==> src/rtl/rgx_defines.svh <==
// constants for the receive pin crossbar: register offsets, pin codes, reset values
`ifndef RGX_DEFINES_SVH
`define RGX_DEFINES_SVH

// ------------------------------------------------------------
// register offsets
// ------------------------------------------------------------
`define RGX_ADDR_HOP_WORD_B0   15'h37cc
`define RGX_ADDR_HOP_WORD_B1   15'h37cd
`define RGX_ADDR_HOP_WORD_B2   15'h37ce
`define RGX_ADDR_HOP_WORD_B3   15'h37cf
`define RGX_ADDR_HOP_PAGE_B1   15'h37d0
`define RGX_ADDR_HOP_PAGE_B0   15'h37d1
`define RGX_ADDR_FD_GATE       15'h37d4
`define RGX_ADDR_EQ_B0         15'h37d5
`define RGX_ADDR_EQ_B1         15'h37d6
`define RGX_ADDR_ADC1_PWR      15'h37d7
`define RGX_ADDR_ADC3_PWR      15'h37d8

// ------------------------------------------------------------
// pin codes and reset value
// ------------------------------------------------------------
`define RGX_CODE_FIRST_GPIO    8'h02
`define RGX_CODE_LAST_GPIO     8'h06
`define RGX_CODE_SYNC_POS      8'h07
`define RGX_CODE_SYNC_NEG      8'h08
`define RGX_SEL_RESET          8'h00
`define RGX_READ_UNMAPPED      8'h00

`endif

==> src/rtl/rgx_pkg.sv <==
// types shared by the receive pin crossbar
package rgx_pkg;
  typedef enum logic [3:0] {
    RGX_F_HOP_WORD_B0,
    RGX_F_HOP_WORD_B1,
    RGX_F_HOP_WORD_B2,
    RGX_F_HOP_WORD_B3,
    RGX_F_HOP_PAGE_B1,
    RGX_F_HOP_PAGE_B0,
    RGX_F_FD_GATE,
    RGX_F_EQ_B0,
    RGX_F_EQ_B1,
    RGX_F_ADC1_PWR,
    RGX_F_ADC3_PWR
  } rgx_func_t;
endpackage

==> src/rtl/rgx_input_crossbar.sv <==
// receive-side pin crossbar: per-function pin select registers and routing
`timescale 1ns/1ps
`default_nettype none
`include "rgx_defines.svh"
module rgx_input_crossbar #(
  parameter int NUM_GPIO = 5,
  parameter int NUM_FUNC = 11
) (
  input  wire logic                i_clock,
  input  wire logic                i_srst,
  // register port
  input  wire logic [14:0]         i_reg_addr,
  input  wire logic                i_reg_wr,
  input  wire logic [7:0]          i_reg_wdata,
  output logic      [7:0]          o_reg_rdata,
  // pins, gpio6..gpio10 and the sync input pair
  input  wire logic [NUM_GPIO-1:0] i_gpio,
  input  wire logic                i_sync_in_positive_pin,
  input  wire logic                i_sync_in_negative_pin,
  // hop source choice and register-driven hop values
  input  wire logic                i_rx_hop_pin_mode,
  input  wire logic [1:0]          i_rx_hop_page_reg,
  input  wire logic [3:0]          i_rx_hop_word_reg,
  // raw fast detect flags to be gated
  input  wire logic [3:0]          i_fast_detect_raw,
  // routed functions
  output logic      [1:0]          o_rx_hop_page,
  output logic      [3:0]          o_rx_hop_word,
  output logic                     o_fast_detect_update_gate,
  output logic      [3:0]          o_fast_detect,
  output logic      [1:0]          o_eq_profile_sel,
  output logic                     o_adc1_power_control,
  output logic                     o_adc3_power_control
);
  localparam int NUM_SRC = NUM_GPIO + 2;

  // ------------------------------------------------------------
  // parameter checks
  // ------------------------------------------------------------
  if (NUM_GPIO != 5 || NUM_FUNC != 11) begin : g_bad_param
    $error("crossbar code map serves exactly five gpio pins and eleven functions");
  end

  // ------------------------------------------------------------
  // address and code decode
  // ------------------------------------------------------------
  function automatic logic [14:0] func_addr(input int idx);
    unique case (rgx_pkg::rgx_func_t'(idx))
      rgx_pkg::RGX_F_HOP_WORD_B0: func_addr = `RGX_ADDR_HOP_WORD_B0;
      rgx_pkg::RGX_F_HOP_WORD_B1: func_addr = `RGX_ADDR_HOP_WORD_B1;
      rgx_pkg::RGX_F_HOP_WORD_B2: func_addr = `RGX_ADDR_HOP_WORD_B2;
      rgx_pkg::RGX_F_HOP_WORD_B3: func_addr = `RGX_ADDR_HOP_WORD_B3;
      rgx_pkg::RGX_F_HOP_PAGE_B1: func_addr = `RGX_ADDR_HOP_PAGE_B1;
      rgx_pkg::RGX_F_HOP_PAGE_B0: func_addr = `RGX_ADDR_HOP_PAGE_B0;
      rgx_pkg::RGX_F_FD_GATE:     func_addr = `RGX_ADDR_FD_GATE;
      rgx_pkg::RGX_F_EQ_B0:       func_addr = `RGX_ADDR_EQ_B0;
      rgx_pkg::RGX_F_EQ_B1:       func_addr = `RGX_ADDR_EQ_B1;
      rgx_pkg::RGX_F_ADC1_PWR:    func_addr = `RGX_ADDR_ADC1_PWR;
      default:                    func_addr = `RGX_ADDR_ADC3_PWR;
    endcase
  endfunction

  // code to pin, undocumented code reads as low
  function automatic logic pick_pin(input logic [7:0] code, input logic [NUM_SRC-1:0] src);
    logic [7:0] off;
    off = code - `RGX_CODE_FIRST_GPIO;
    if (code >= `RGX_CODE_FIRST_GPIO && code <= `RGX_CODE_SYNC_NEG) begin
      pick_pin = src[off[2:0]];
    end else begin
      pick_pin = 1'b0;
    end
  endfunction

  // ------------------------------------------------------------
  // pin synchronisers
  // ------------------------------------------------------------
  logic [NUM_SRC-1:0] pins_raw;
  logic [NUM_SRC-1:0] pins_s;
  assign pins_raw = {i_sync_in_negative_pin, i_sync_in_positive_pin, i_gpio};

  rgx_pin_sync #(.WIDTH(NUM_SRC)) u_sync (
    .i_clock (i_clock),
    .i_srst  (i_srst),
    .i_async (pins_raw),
    .o_sync  (pins_s)
  );

  // ------------------------------------------------------------
  // select registers and crossbar
  // ------------------------------------------------------------
  logic [7:0]          sel_q [NUM_FUNC];
  logic [NUM_FUNC-1:0] hit;
  logic [NUM_FUNC-1:0] func_d;
  logic [NUM_FUNC-1:0] func_q;
  logic [7:0]          rdata_d;
  logic [7:0]          rdata_q;

  for (genvar f = 0; f < NUM_FUNC; f++) begin : g_func
    assign hit[f] = (i_reg_addr == func_addr(f));
    // one select per function, written by software alone
    always_ff @(posedge i_clock) begin
      if (i_srst) begin
        sel_q[f] <= `RGX_SEL_RESET;
      end else if (i_reg_wr && hit[f]) begin
        sel_q[f] <= i_reg_wdata;
      end
    end
    assign func_d[f] = pick_pin(sel_q[f], pins_s);
  end

  always_comb begin
    rdata_d = `RGX_READ_UNMAPPED;
    for (int f = 0; f < NUM_FUNC; f++) begin
      if (hit[f]) begin
        rdata_d = sel_q[f];
      end
    end
  end

  always_ff @(posedge i_clock) begin
    if (i_srst) begin
      func_q  <= '0;
      rdata_q <= `RGX_READ_UNMAPPED;
    end else begin
      func_q  <= func_d;
      rdata_q <= rdata_d;
    end
  end

  // ------------------------------------------------------------
  // function outputs
  // ------------------------------------------------------------
  logic [1:0] page_pin;
  logic [3:0] word_pin;
  logic [3:0] fd_q;
  assign page_pin = {func_q[rgx_pkg::RGX_F_HOP_PAGE_B1], func_q[rgx_pkg::RGX_F_HOP_PAGE_B0]};
  // highest hop input is the msb
  assign word_pin = {func_q[rgx_pkg::RGX_F_HOP_WORD_B3], func_q[rgx_pkg::RGX_F_HOP_WORD_B2],
                     func_q[rgx_pkg::RGX_F_HOP_WORD_B1], func_q[rgx_pkg::RGX_F_HOP_WORD_B0]};

  // pins or register values drive the hop, the choice is a level input
  assign o_rx_hop_page = i_rx_hop_pin_mode ? page_pin : i_rx_hop_page_reg;
  assign o_rx_hop_word = i_rx_hop_pin_mode ? word_pin : i_rx_hop_word_reg;

  assign o_fast_detect_update_gate = func_q[rgx_pkg::RGX_F_FD_GATE];
  assign o_eq_profile_sel = {func_q[rgx_pkg::RGX_F_EQ_B1], func_q[rgx_pkg::RGX_F_EQ_B0]};
  assign o_adc1_power_control = func_q[rgx_pkg::RGX_F_ADC1_PWR];
  assign o_adc3_power_control = func_q[rgx_pkg::RGX_F_ADC3_PWR];
  assign o_reg_rdata = rdata_q;
  assign o_fast_detect = fd_q;

  // fast detect flags hold while the gate is low
  always_ff @(posedge i_clock) begin
    if (i_srst) begin
      fd_q <= '0;
    end else if (func_q[rgx_pkg::RGX_F_FD_GATE]) begin
      fd_q <= i_fast_detect_raw;
    end
  end

  // ------------------------------------------------------------
  // checks
  // ------------------------------------------------------------
  a_undoc_code_low: assert property (@(posedge i_clock) disable iff (i_srst)
    (sel_q[0] < `RGX_CODE_FIRST_GPIO || sel_q[0] > `RGX_CODE_SYNC_NEG) |=> !func_q[0])
    else $error("undocumented code did not hold the function low");

  a_gpio_route: assert property (@(posedge i_clock) disable iff (i_srst)
    (sel_q[rgx_pkg::RGX_F_ADC1_PWR] == `RGX_CODE_FIRST_GPIO)
      |=> (o_adc1_power_control == $past(pins_s[0])))
    else $error("adc1 power did not follow gpio6");

  a_sync_neg_route: assert property (@(posedge i_clock) disable iff (i_srst)
    (sel_q[rgx_pkg::RGX_F_ADC3_PWR] == `RGX_CODE_SYNC_NEG)
      |=> (o_adc3_power_control == $past(pins_s[NUM_SRC-1])))
    else $error("adc3 power did not follow negative sync pin");

  a_sel_write: assert property (@(posedge i_clock) disable iff (i_srst)
    (i_reg_wr && i_reg_addr == `RGX_ADDR_FD_GATE)
      |=> (sel_q[rgx_pkg::RGX_F_FD_GATE] == $past(i_reg_wdata)))
    else $error("select write not stored");

  a_page_order: assert property (@(posedge i_clock) disable iff (i_srst)
    (sel_q[rgx_pkg::RGX_F_HOP_PAGE_B1] == `RGX_CODE_SYNC_POS) ##1 i_rx_hop_pin_mode
      |-> (o_rx_hop_page[1] == $past(pins_s[NUM_SRC-2])))
    else $error("hop page bit order wrong");

  a_word_msb: assert property (@(posedge i_clock) disable iff (i_srst)
    (sel_q[rgx_pkg::RGX_F_HOP_WORD_B3] == `RGX_CODE_FIRST_GPIO) ##1 i_rx_hop_pin_mode
      |-> (o_rx_hop_word[3] == $past(pins_s[0])))
    else $error("hop word msb wrong");

  a_fd_hold: assert property (@(posedge i_clock) disable iff (i_srst)
    !o_fast_detect_update_gate |=> $stable(o_fast_detect))
    else $error("fast detect changed while gated");

  a_hop_reg_mode: assert property (@(posedge i_clock) disable iff (i_srst)
    !i_rx_hop_pin_mode |-> (o_rx_hop_word == i_rx_hop_word_reg))
    else $error("register hop word not used");

  a_eq_order: assert property (@(posedge i_clock) disable iff (i_srst)
    (sel_q[rgx_pkg::RGX_F_EQ_B1] == `RGX_CODE_SYNC_NEG)
      |=> (o_eq_profile_sel[1] == $past(pins_s[NUM_SRC-1])))
    else $error("eq profile bit order wrong");
endmodule
`default_nettype wire

==> src/rtl/rgx_pin_sync.sv <==
// three-stage pin synchroniser with second/third stage agreement
`timescale 1ns/1ps
`default_nettype none
module rgx_pin_sync #(
  parameter int WIDTH = 7
) (
  input  wire logic             i_clock,
  input  wire logic             i_srst,
  input  wire logic [WIDTH-1:0] i_async,
  output logic      [WIDTH-1:0] o_sync
);
  logic [WIDTH-1:0] s1_q;
  logic [WIDTH-1:0] s2_q;
  logic [WIDTH-1:0] s3_q;
  logic [WIDTH-1:0] out_q;
  logic [WIDTH-1:0] out_d;

  // a change counts only once stages two and three agree
  assign out_d = (s2_q == s3_q) ? s3_q : out_q;
  assign o_sync = out_q;

  always_ff @(posedge i_clock) begin
    if (i_srst) begin
      s1_q  <= '0;
      s2_q  <= '0;
      s3_q  <= '0;
      out_q <= '0;
    end else begin
      s1_q  <= i_async;
      s2_q  <= s1_q;
      s3_q  <= s2_q;
      out_q <= out_d;
    end
  end
endmodule
`default_nettype wire

==> config.mk <==
export PLATFORM = sky130hd
export DESIGN_NAME = rgx_input_crossbar
export DESIGN_NICKNAME = d
export VERILOG_FILES = /design/src/rtl/rgx_pkg.sv /design/src/rtl/rgx_input_crossbar.sv /design/src/rtl/rgx_pin_sync.sv
export VERILOG_INCLUDE_DIRS = /design/src /design/src/rtl
export SDC_FILE = /design/constraint.sdc
export NUM_CORES = 1
export LEC_CHECK = 0
export ABC_AREA = 1
export BUFFER_PORTS_ARGS = -buffer_cell sky130_fd_sc_hd__buf_2
export CORE_MARGIN = 5
export CORE_UTILIZATION = 59
export CTS_CLUSTER_DIAMETER = 100
export DETAILED_ROUTE_END_ITERATION = 8
export GPL_TIMING_DRIVEN = 1
export PLACE_DENSITY_LB_ADDON = 0.1
export SYNTH_ARGS = -nofsm -noshare
export SYNTH_HDL_FRONTEND = slang
export SYNTH_SLANG_ARGS = --single-unit
==> constraint.sdc <==
create_clock -name i_clock -period 2.95 [get_ports i_clock]
set_input_delay 0.295 -clock i_clock [delete_from_list [all_inputs] [get_ports i_clock]]
set_output_delay 0.295 -clock i_clock [all_outputs]
set_load 0.02 [all_outputs]
# After elaboration in Yosys (flattened, before gate mapping)
# Memories as Yosys holds them, arrays and structs flattened.
# Cells that the tools add are included.
# W data, S select, Z words.
totals:
  n_memories: 1
  word_cells: 210
  out_inout_bits: 23
  ramBits: 88
  register_bits: 51
  in_bits: 44
classes:
  n_addsub: 11
  reduce_logical: 33
  n_eq_ne: 12
  n_lt_le_gt_ge: 33
  bitwise_logic: 22
  mux: 81
mem_list:
  columns: ["name", "depth", "word_bits", "read_ports", "rd_ports_with_merged_regs", "wr", "line", "text"]
  rows:
  - ["sel_q", 11, 8, 11, 0, 11, "rgx_input_crossbar.sv:91", "logic [7:0] sel_q [NUM_FUNC];"]
ops:
  columns: ["cell", "count"]
  rows:
  - ["$mux W8", 22]
  - ["$eq A15 B14 Y1 const B", 11]
  - ["$ge A8 B2 Y1 const B", 11]
  - ["$le A8 B4 Y1 const B", 11]
  - ["$mux W1", 46]
  - ["$lt A3 B4 Y1 const B", 11]
  - ["$bmux W1 S3", 11]
  - ["$sub A3 B2 Y3 const B", 11]
  - ["$logic_and A1 B1 Y1", 22]
  - ["$reduce_or A2 Y1", 11]
  - ["$not A1 Y1", 11]
  - ["$or A1 B1 Y1", 11]
  - ["$eq A7 B7 Y1", 1]
  - ["$mux W4", 1]
  - ["$mux W2", 1]

# Longest topological paths before layout
# Gate-level depths: netlist of the first run.
depth:
  ltp_word: 12
  mapped_depth: 14
  depth_no_buf: 12

# Hierarchy
# Synthesis of the first run repeated with hierarchy kept, for this count alone.
hier_totals:
  cells_unflattened: 849
  area_unflattened_um2: 7074.3
modules_own_cells:
  columns: ["module", "seq_area_each_um2", "instances", "area_per_inst_um2", "cells_each"]
  rows:
  - ["rgx_input_crossbar", 3103.0, 1, 6045.8, 711]
  - ["rgx_pin_sync", 560.5, 1, 1028.5, 138]

# Least setup slack after synthesis of the first run
# No wires, ideal clock.
synth_path:
  path_type: "input -> register"
  start: "in i_reg_addr[14]"
  end: "mem sel_q[10][0], enable pin"
  n_path_buf: 1
  arrival_ns: 1.826
  setup_time_ns: 0.384
  cell_stages: 8
  required_time_ns: 2.566
  path_slack_ns: 0.740
  path_cell_list: "inv_1 -> nand3_1 -> nor2_2 -> buf_4 -> nand2_1 -> nor3_4 -> inv_2 -> o21ai_0"
synth_lines:
  columns: ["element", "line", "text"]
  rows:
  - ["start, declared", "rgx_input_crossbar.sv:12", "input wire logic [14:0] i_reg_addr,"]
  - ["end, declared", "rgx_input_crossbar.sv:91", null]

# Worst setup path after layout of the first run
layout_path:
  start: "reg u_sync.out_q[4] (netlist: u_sync.o_sync[4])"
  end: "reg func_q[8]"
layout_via:
  elab_chain_len: 2
layout_lines:
  columns: ["element", "line", "text"]
  rows:
  - ["start, declared", "rgx_pin_sync.sv:15", "logic [WIDTH-1:0] out_q;"]
  - ["start signal, assigned", "rgx_pin_sync.sv:32", "out_q <= out_d;"]
  - ["$bmux W1 S3", "rgx_input_crossbar.sv:68", "pick_pin = src[off[2:0]];"]
  - ["$mux W1 (not written as such)", "rgx_input_crossbar.sv:68", null]
  - ["end signal, assigned", "rgx_input_crossbar.sv:125", "func_q <= func_d;"]
  - ["end, declared", "rgx_input_crossbar.sv:94", "logic [NUM_FUNC-1:0] func_q;"]
# Every way passes these cells. The select of a mux whose other input is x is not followed.
# A chain may end at the register's enable or synchronous reset.

==> results of run 1 <==
## cell families after synthesis
group           after synthesis  share of synthesized area
xor+xnor                      7                    0.00877
flops                       139                      0.524
compound gates              142                      0.118
simple gates                377                      0.242
buf+inv                     139                     0.0786
fa+ha+maj                    11                     0.0197
mux                           6                    0.00966
## power groups by stage
| stage | logic (mW) | clock network [mW] | registers [mW] |
|---|---|---|---|
| final | 0.385 | 2.10 | 2.27 |
| after detailed placement | 0.377 | 0 | 2.30 |
| after floorplan | 0.258 | 0 | 2.23 |
| after CTS | 0.380 | 2.11 | 2.26 |
| after global placement | 0.359 | 0 | 2.30 |
| after global routing | 0.422 | 2.20 | 2.27 |
## critical path, delay by kind of cell, from the launching register on
| kind | cells | cell delay [ns] |
|---|---|---|
| DFF | 1 | 0.50 |
| buffers and inverters | 1 | 0.55 |
| AOI/OAI and AO/OA | 3 | 0.73 |
## cells in the mapped netlist (all sizes together) (2+ instances only)
cell / n / share of area
o31ai: 2 / 0.0021
nand3: 54 / 0.041
nor3: 17 / 0.014
clkbuf: 21 / 0.011
a32oi: 2 / 0.0025
xor2: 7 / 0.0088
nand2: 72 / 0.040
mux2: 6 / 0.0097
nor4: 7 / 0.0093
o21ai: 66 / 0.047
dfxtp: 51 / 0.15
o221ai: 10 / 0.013
a311oi: 3 / 0.0038
o2111a: 3 / 0.0048
o211a: 2 / 0.0029
a2111oi: 3 / 0.0038
nand4: 19 / 0.017
nor2: 204 / 0.12
edfxtp: 88 / 0.38
clkinv: 2 / 0.0011
inv: 104 / 0.056
ha: 11 / 0.020
buf: 12 / 0.010
a21oi: 48 / 0.034
or4: 2 / 0.0021
## through the flow
step	utilization	hold slack [ns]	power, mW	area (um2)
final	0.698	0.0663	4.75	8040
after global routing	0.698	0.0831	4.89	8040
after CTS	0.698	0.0630	4.75	8040
after detailed placement	0.647	0.396	2.68	7450
after global placement	0.647	0.391	2.66	7450
after floorplan	-	0.388	2.49	6990
## worst max-delay path by stage
stage / startpoint / to / slack (ns) / depth (start not counted)
after floorplan: i_reg_addr[14] / sel_q[10][0] / 0.74 / 8
after global placement: i_reg_addr[14] / sel_q[10][4] / 0.85 / 9
after detailed placement: i_reg_addr[14] / sel_q[10][4] / 0.83 / 9
after CTS: u_sync.o_sync[4] / func_q[8] / 1.12 / 4
after global routing: u_sync.o_sync[0] / func_q[8] / 0.93 / 4
final: u_sync.o_sync[4] / func_q[8] / 1.03 / 4
## per-layer routing
layer  global-route usage  part of all wire
met1                0.391              0.40
met3               0.0682             0.098
met4                0.135             0.034
met2                0.467              0.46
met5                    0                 0
## registers in the layout, summed over array words and instances, names as in the netlist
register and cells:
sel_q 88, o_reg_rdata 8, u_sync.o_sync 7, o_fast_detect 4, u_sync.s1_q 7, u_sync.s3_q 7, func_q 11, u_sync.s2_q 7
## cells in the final DEF (no fill, tap or decap), types with 2 or more instances in the layout
| cell | count |
|---|---|
| nor2_1 | 194 |
| inv_1 | 99 |
| edfxtp_1 | 88 |
| nand2_1 | 68 |
| buf_2 | 66 |
| o21ai_0 | 65 |
| nand3_1 | 51 |
| dfxtp_1 | 51 |
| a21oi_1 | 48 |
| nand4_1 | 19 |
| clkbuf_16 | 18 |
| nor3_1 | 15 |
| ha_1 | 11 |
| buf_4 | 11 |
| o221ai_1 | 10 |
| xor2_1 | 7 |
| mux2_2 | 6 |
| nor2_2 | 6 |
| inv_6 | 6 |
| inv_2 | 5 |
| nor4_1 | 5 |
| nand2_2 | 4 |
| nor2_4 | 4 |
| nand3_2 | 3 |
| o2111a_1 | 3 |
| a311oi_1 | 3 |
| a2111oi_0 | 3 |
| inv_8 | 3 |
| clkinv_1 | 2 |
| a32oi_1 | 2 |
| or4_1 | 2 |
| o31ai_1 | 2 |
| o211a_1 | 2 |
| inv_4 | 2 |
## layout make-up
type                            instances  share of cell area
Clock buffer                           19              0.0578
Inverter                              106              0.0495
Timing Repair Buffer                   78              0.0539
Sequential cell                       139               0.456
Multi-Input combinational cell        543               0.346
Clock inverter                         13              0.0149
Tap cell                              143              0.0223
==> impl_metrics.json, run 1 <==
{
  "drt.antenna.violating_nets": 0,
  "core-area_um2": 11500,
  "clkPwrFrac": 0.441,
  "first_pass_iters": 5,
  "io_buffers": 66,
  "yosys_warnings": 0,
  "period_share": 0.650,
  "dp.cells": 1009,
  "die_y_um": 119,
  "post-route-min-period_ns": 1.92,
  "globalRouteTotalUtil": 0.296,
  "pre_cts_slack_ns": 0.832,
  "cts_root_buf": "clkbuf_16",
  "crit_type": "reg -> reg",
  "grt_max_degree": 40,
  "seqPwrFrac": 0.478,
  "drc": 0,
  "tns_ns": 0,
  "setup_viol": 0,
  "path_cells": "clkinv_1, a21oi_1, a311oi_1, a2111oi_0",
  "rows": 39,
  "power.leakage_nw": 3.43,
  "startpoint_type": "flop",
  "synth_area_um2": 6990,
  "routed_via_density": 6.02,
  "grt_pass1_vias": 5928,
  "cts_buffers": 17,
  "post_cts_resized": 0,
  "cp_slowest_cell": "clkinv_1",
  "dpl.hpwl_mm": 14.2,
  "final_cells": 1041,
  "reg2reg_from": "u_sync.o_sync[4]",
  "worstPathMaxFanout": 9,
  "synthFlopType": "edfxtp_1",
  "timing.rr.end": "func_q[8]",
  "end_kind": "flop",
  "r2r_setup_slack_ns": 1.03,
  "clkSinkCount": 139,
  "reg2reg_depth": 4,
  "cts_tree": "done",
  "routed_wl_mm": 20.6,
  "drt-initial-drc-count": 688,
  "cts-hold-fix-buffers": 0,
  "routedWlPerCell_um": 19.8,
  "hp-class": "in -> reg",
  "synthToLayoutAreaGrowth_pct": 14.9,
  "nFillCells": 932,
  "synth_cells": 821,
  "grt_setup_unrepaired": "no",
  "arrival_ns": 2.21,
  "yosysSeqAreaShare": 0.524,
  "peakVddDrop_uv": 482,
  "antenna_found_initial": 0,
  "syn_nets": 876,
  "chipWidth_um": 119,
  "avgSynthCellArea_um2": 8.52,
  "power_density_nw_per_um2": 591,
  "hold_depth": 3,
  "synth_cell_types": 43,
  "switching_share": 0.271,
  "place.gp.congestion": 0.952,
  "min_to": "u_sync.s1_q[6]",
  "cts_setup_buffers": 0,
  "layout-drive-gt1-share": 0.159,
  "htree_num_levels": 4,
  "finalClockSkew_ns": 0.00773,
  "critPathMaxStageDelay_ns": 0.55,
  "initial_core_util": 0.607,
  "synth_seq_cells": 139,
  "nNetsFinal": 940,
  "grt_overflow_total": 0,
  "worstMarginPinSlew_ns": 0.862,
  "dr_total_vias": 6266,
  "synth_edf_count": 88,
  "regArea_um2": 3660,
  "outcome": "finished, final reports clean",
  "hold_start": "i_sync_in_negative_pin",
  "fmax_ghz": 0.522,
  "combPwrFrac": 0.081,
  "report.final.hold_viol_count": 0,
  "max_cap_violations": 0,
  "cts.path.max_buffers": 2,
  "setup_ws_ns": 1.03,
  "die-area_um2": 14100,
  "drv_slew": 0,
  "multi_input_area_um2": 2780,
  "power.switching_mw": 1.29,
  "io_pins": 67,
  "grt_pass1_wl_mm": 31.8,
  "antenna_cells": 0,
  "critPathRequiredTime_ns": 3.24,
  "p_int_mw": 3.46,
  "clk-insertion-delay-late_ns": 0.43,
  "maxSlewHeadroom": 0.425,
  "path_clk_slew_ns": 0.06,
  "async_flop_share": 0
}
Power figures use the tool's default switching activity.
==> run 2, diff against run 1 <==
clock period = 1.9 ns   (was 2.95 ns; I/O delays follow)
==> run 2 against run 1 <==
Net effect: global-route usage grew 0.36 points; total power grew 59%; combinational power is 82% higher; fmax grew 22%; critical path type unchanged; critical endpoint is now func_q[6]; largest cell class unchanged.
==> impl_metrics.json, run 2 (synthesis gave the netlist of run 1 again) <==
{
  "outcome": "finished, final reports clean",
  "dp.cells": 1027,
  "period_share": 0.825,
  "final_cells": 1068,
  "layout_commonest_cell": "nor2_1",
  "path_delay_family": "compound AO/OA/AOI/OAI gates",
  "cts_setup_buffers": 0,
  "clkPwrFrac": 0.447,
  "startpoint_type": "flop",
  "seqPwrFrac": 0.460,
  "power.leakage_nw": 3.57,
  "dpl.hpwl_mm": 14.9,
  "report.final.hold_viol_count": 0,
  "combPwrFrac": 0.093,
  "place.gp.congestion": 0.985,
  "cts.path.max_buffers": 2,
  "post-route-min-period_ns": 1.57,
  "tns_ns": 0,
  "drc": 0,
  "setup_viol": 0,
  "critPathRequiredTime_ns": 2.27,
  "reg2reg_from": "sel_q[6][1]",
  "end_kind": "flop",
  "rows": 39,
  "crit_type": "reg -> reg",
  "grt_pass1_wl_mm": 32.2,
  "power_density_nw_per_um2": 907,
  "io_pins": 67,
  "antenna_cells": 0,
  "worstPathMaxFanout": 4,
  "max_flop_register": "sel_q",
  "layout_common_cells": "194 x nor2_1, 99 x inv_1, 88 x edfxtp_1",
  "maxSlewHeadroom": 0.504,
  "nNetsFinal": 967,
  "antenna_found_initial": 0,
  "grt_pass1_vias": 6168,
  "max_cap_violations": 0,
  "routed_via_density": 5.93,
  "drt-initial-drc-count": 622,
  "peakVddDrop_uv": 716,
  "p_int_mw": 5.60,
  "grt_overflow_total": 0,
  "regArea_um2": 3660,
  "drv_slew": 0,
  "cts_tree": "done",
  "path_clk_slew_ns": 0.06,
  "largest_register_ffs": 88,
  "die-area_um2": 14100,
  "die_y_um": 119,
  "path_cells": "inv_1, ha_1, nand2_1, a2111oi_0, o211a_1",
  "layout-drive-gt1-share": 0.173,
  "power.switching_mw": 1.93,
  "htree_num_levels": 4,
  "routedWlPerCell_um": 19.6,
  "initial_core_util": 0.607,
  "nFillCells": 873,
  "post_cts_resized": 0,
  "finalClockSkew_ns": 0.00760,
  "chipWidth_um": 119,
  "grt_setup_unrepaired": "no",
  "hp-class": "in -> reg",
  "dr_total_vias": 6328,
  "cts_root_buf": "clkbuf_16",
  "cp_slowest_cell": "a2111oi_0",
  "cts_buffers": 17,
  "multi_input_area_um2": 2780,
  "clk-insertion-delay-late_ns": 0.43,
  "arrival_ns": 1.93,
  "grt_max_degree": 47,
  "drt.antenna.violating_nets": 0,
  "crit_buf_inv": 1,
  "worstMarginPinSlew_ns": 0.743,
  "clkSinkCount": 139,
  "first_pass_iters": 6,
  "fmax_ghz": 0.638,
  "setup.worst_path.start": "sel_q[6][1]",
  "cts-hold-fix-buffers": 9,
  "switching_share": 0.257,
  "globalRouteTotalUtil": 0.300,
  "hold_start": "i_fast_detect_raw[2]",
  "routed_wl_mm": 21.0,
  "io_buffers": 66,
  "critPathMaxStageDelay_ns": 0.47,
  "synthToLayoutAreaGrowth_pct": 18.7,
  "core-area_um2": 11500
}
## run 2: cell count changes in the layout (fill, tap and decap cells not counted), moves of 2 or more
cell | previous run | this run
buf_4 | 11 | 28
clkbuf_16 | 18 | 21
dlygate4sd3_1 | 0 | 9
inv_8 | 3 | 1
o21ai_0 | 65 | 63
o21ai_1 | 1 | 3
## run 2: metrics by stage
step                hold slack [ns]  power (mW)  area [um2]   util  setup WS [ns]
finish                       0.0179        7.53        8300  0.721          0.333
global route                 0.0268        7.76        8300  0.721          0.212
CTS                         0.00838        7.52        8300  0.721          0.330
detailed placement            0.393        4.19        7600  0.660        -0.0262
global placement              0.390        4.16        7600  0.660        -0.0126
floorplan                     0.297        3.87        6990      -       -0.00178
## run 2: per-layer routing
layer / vias to the layer above / GRT usage / wire, um / share of wire
li1: 2959 / - / - / -
met1: 2942 / 0.363 / 7860 / 0.38
met2: 349 / 0.504 / 10100 / 0.48
met3: 78 / 0.0607 / 1920 / 0.091
met4: 0 / 0.164 / 1060 / 0.051
met5: - / 0 / 0 / 0
## run 2: worst paths after layout
| path | end | slack [ns] | cells past startpoint |
|---|---|---|---|
| setup / recovery | func_q[6] | 0.33 | 5 |
| hold / removal | o_fast_detect[2] | 0.02 | 3 |
| setup reg to reg | func_q[6] | 0.33 | 5 |
| hold reg to reg | u_sync.s2_q[6] | 0.40 | 2 |
## run 2: power groups by stage
stage / Sequential, mW / Combinational, mW / Clock, mW
final: 3.46 / 0.702 / 3.36
after global routing: 3.47 / 0.761 / 3.52
after CTS: 3.46 / 0.689 / 3.37
after detailed placement: 3.52 / 0.668 / 0
after global placement: 3.52 / 0.644 / 0
after floorplan: 3.47 / 0.401 / 0
## run 2: layout make-up
| cell class | instances | share of cell area |
|---|---|---|
| multi-input combinational | 543 | 0.335 |
| inverter | 106 | 0.0479 |
| tap | 143 | 0.0216 |
| clock inverter | 10 | 0.00995 |
| sequential | 139 | 0.441 |
| clock buffer | 22 | 0.0638 |
| timing repair buffer | 105 | 0.0808 |
## run 2: worst reg2reg max path: cells and delay by family (launching register included)
| family | cells | cell delay [ns] |
|---|---|---|
| compound gates | 2 | 0.70 |
| flops | 1 | 0.44 |
| fa+ha+maj | 1 | 0.16 |
| simple gates | 1 | 0.05 |
| buf+inv | 1 | 0.16 |
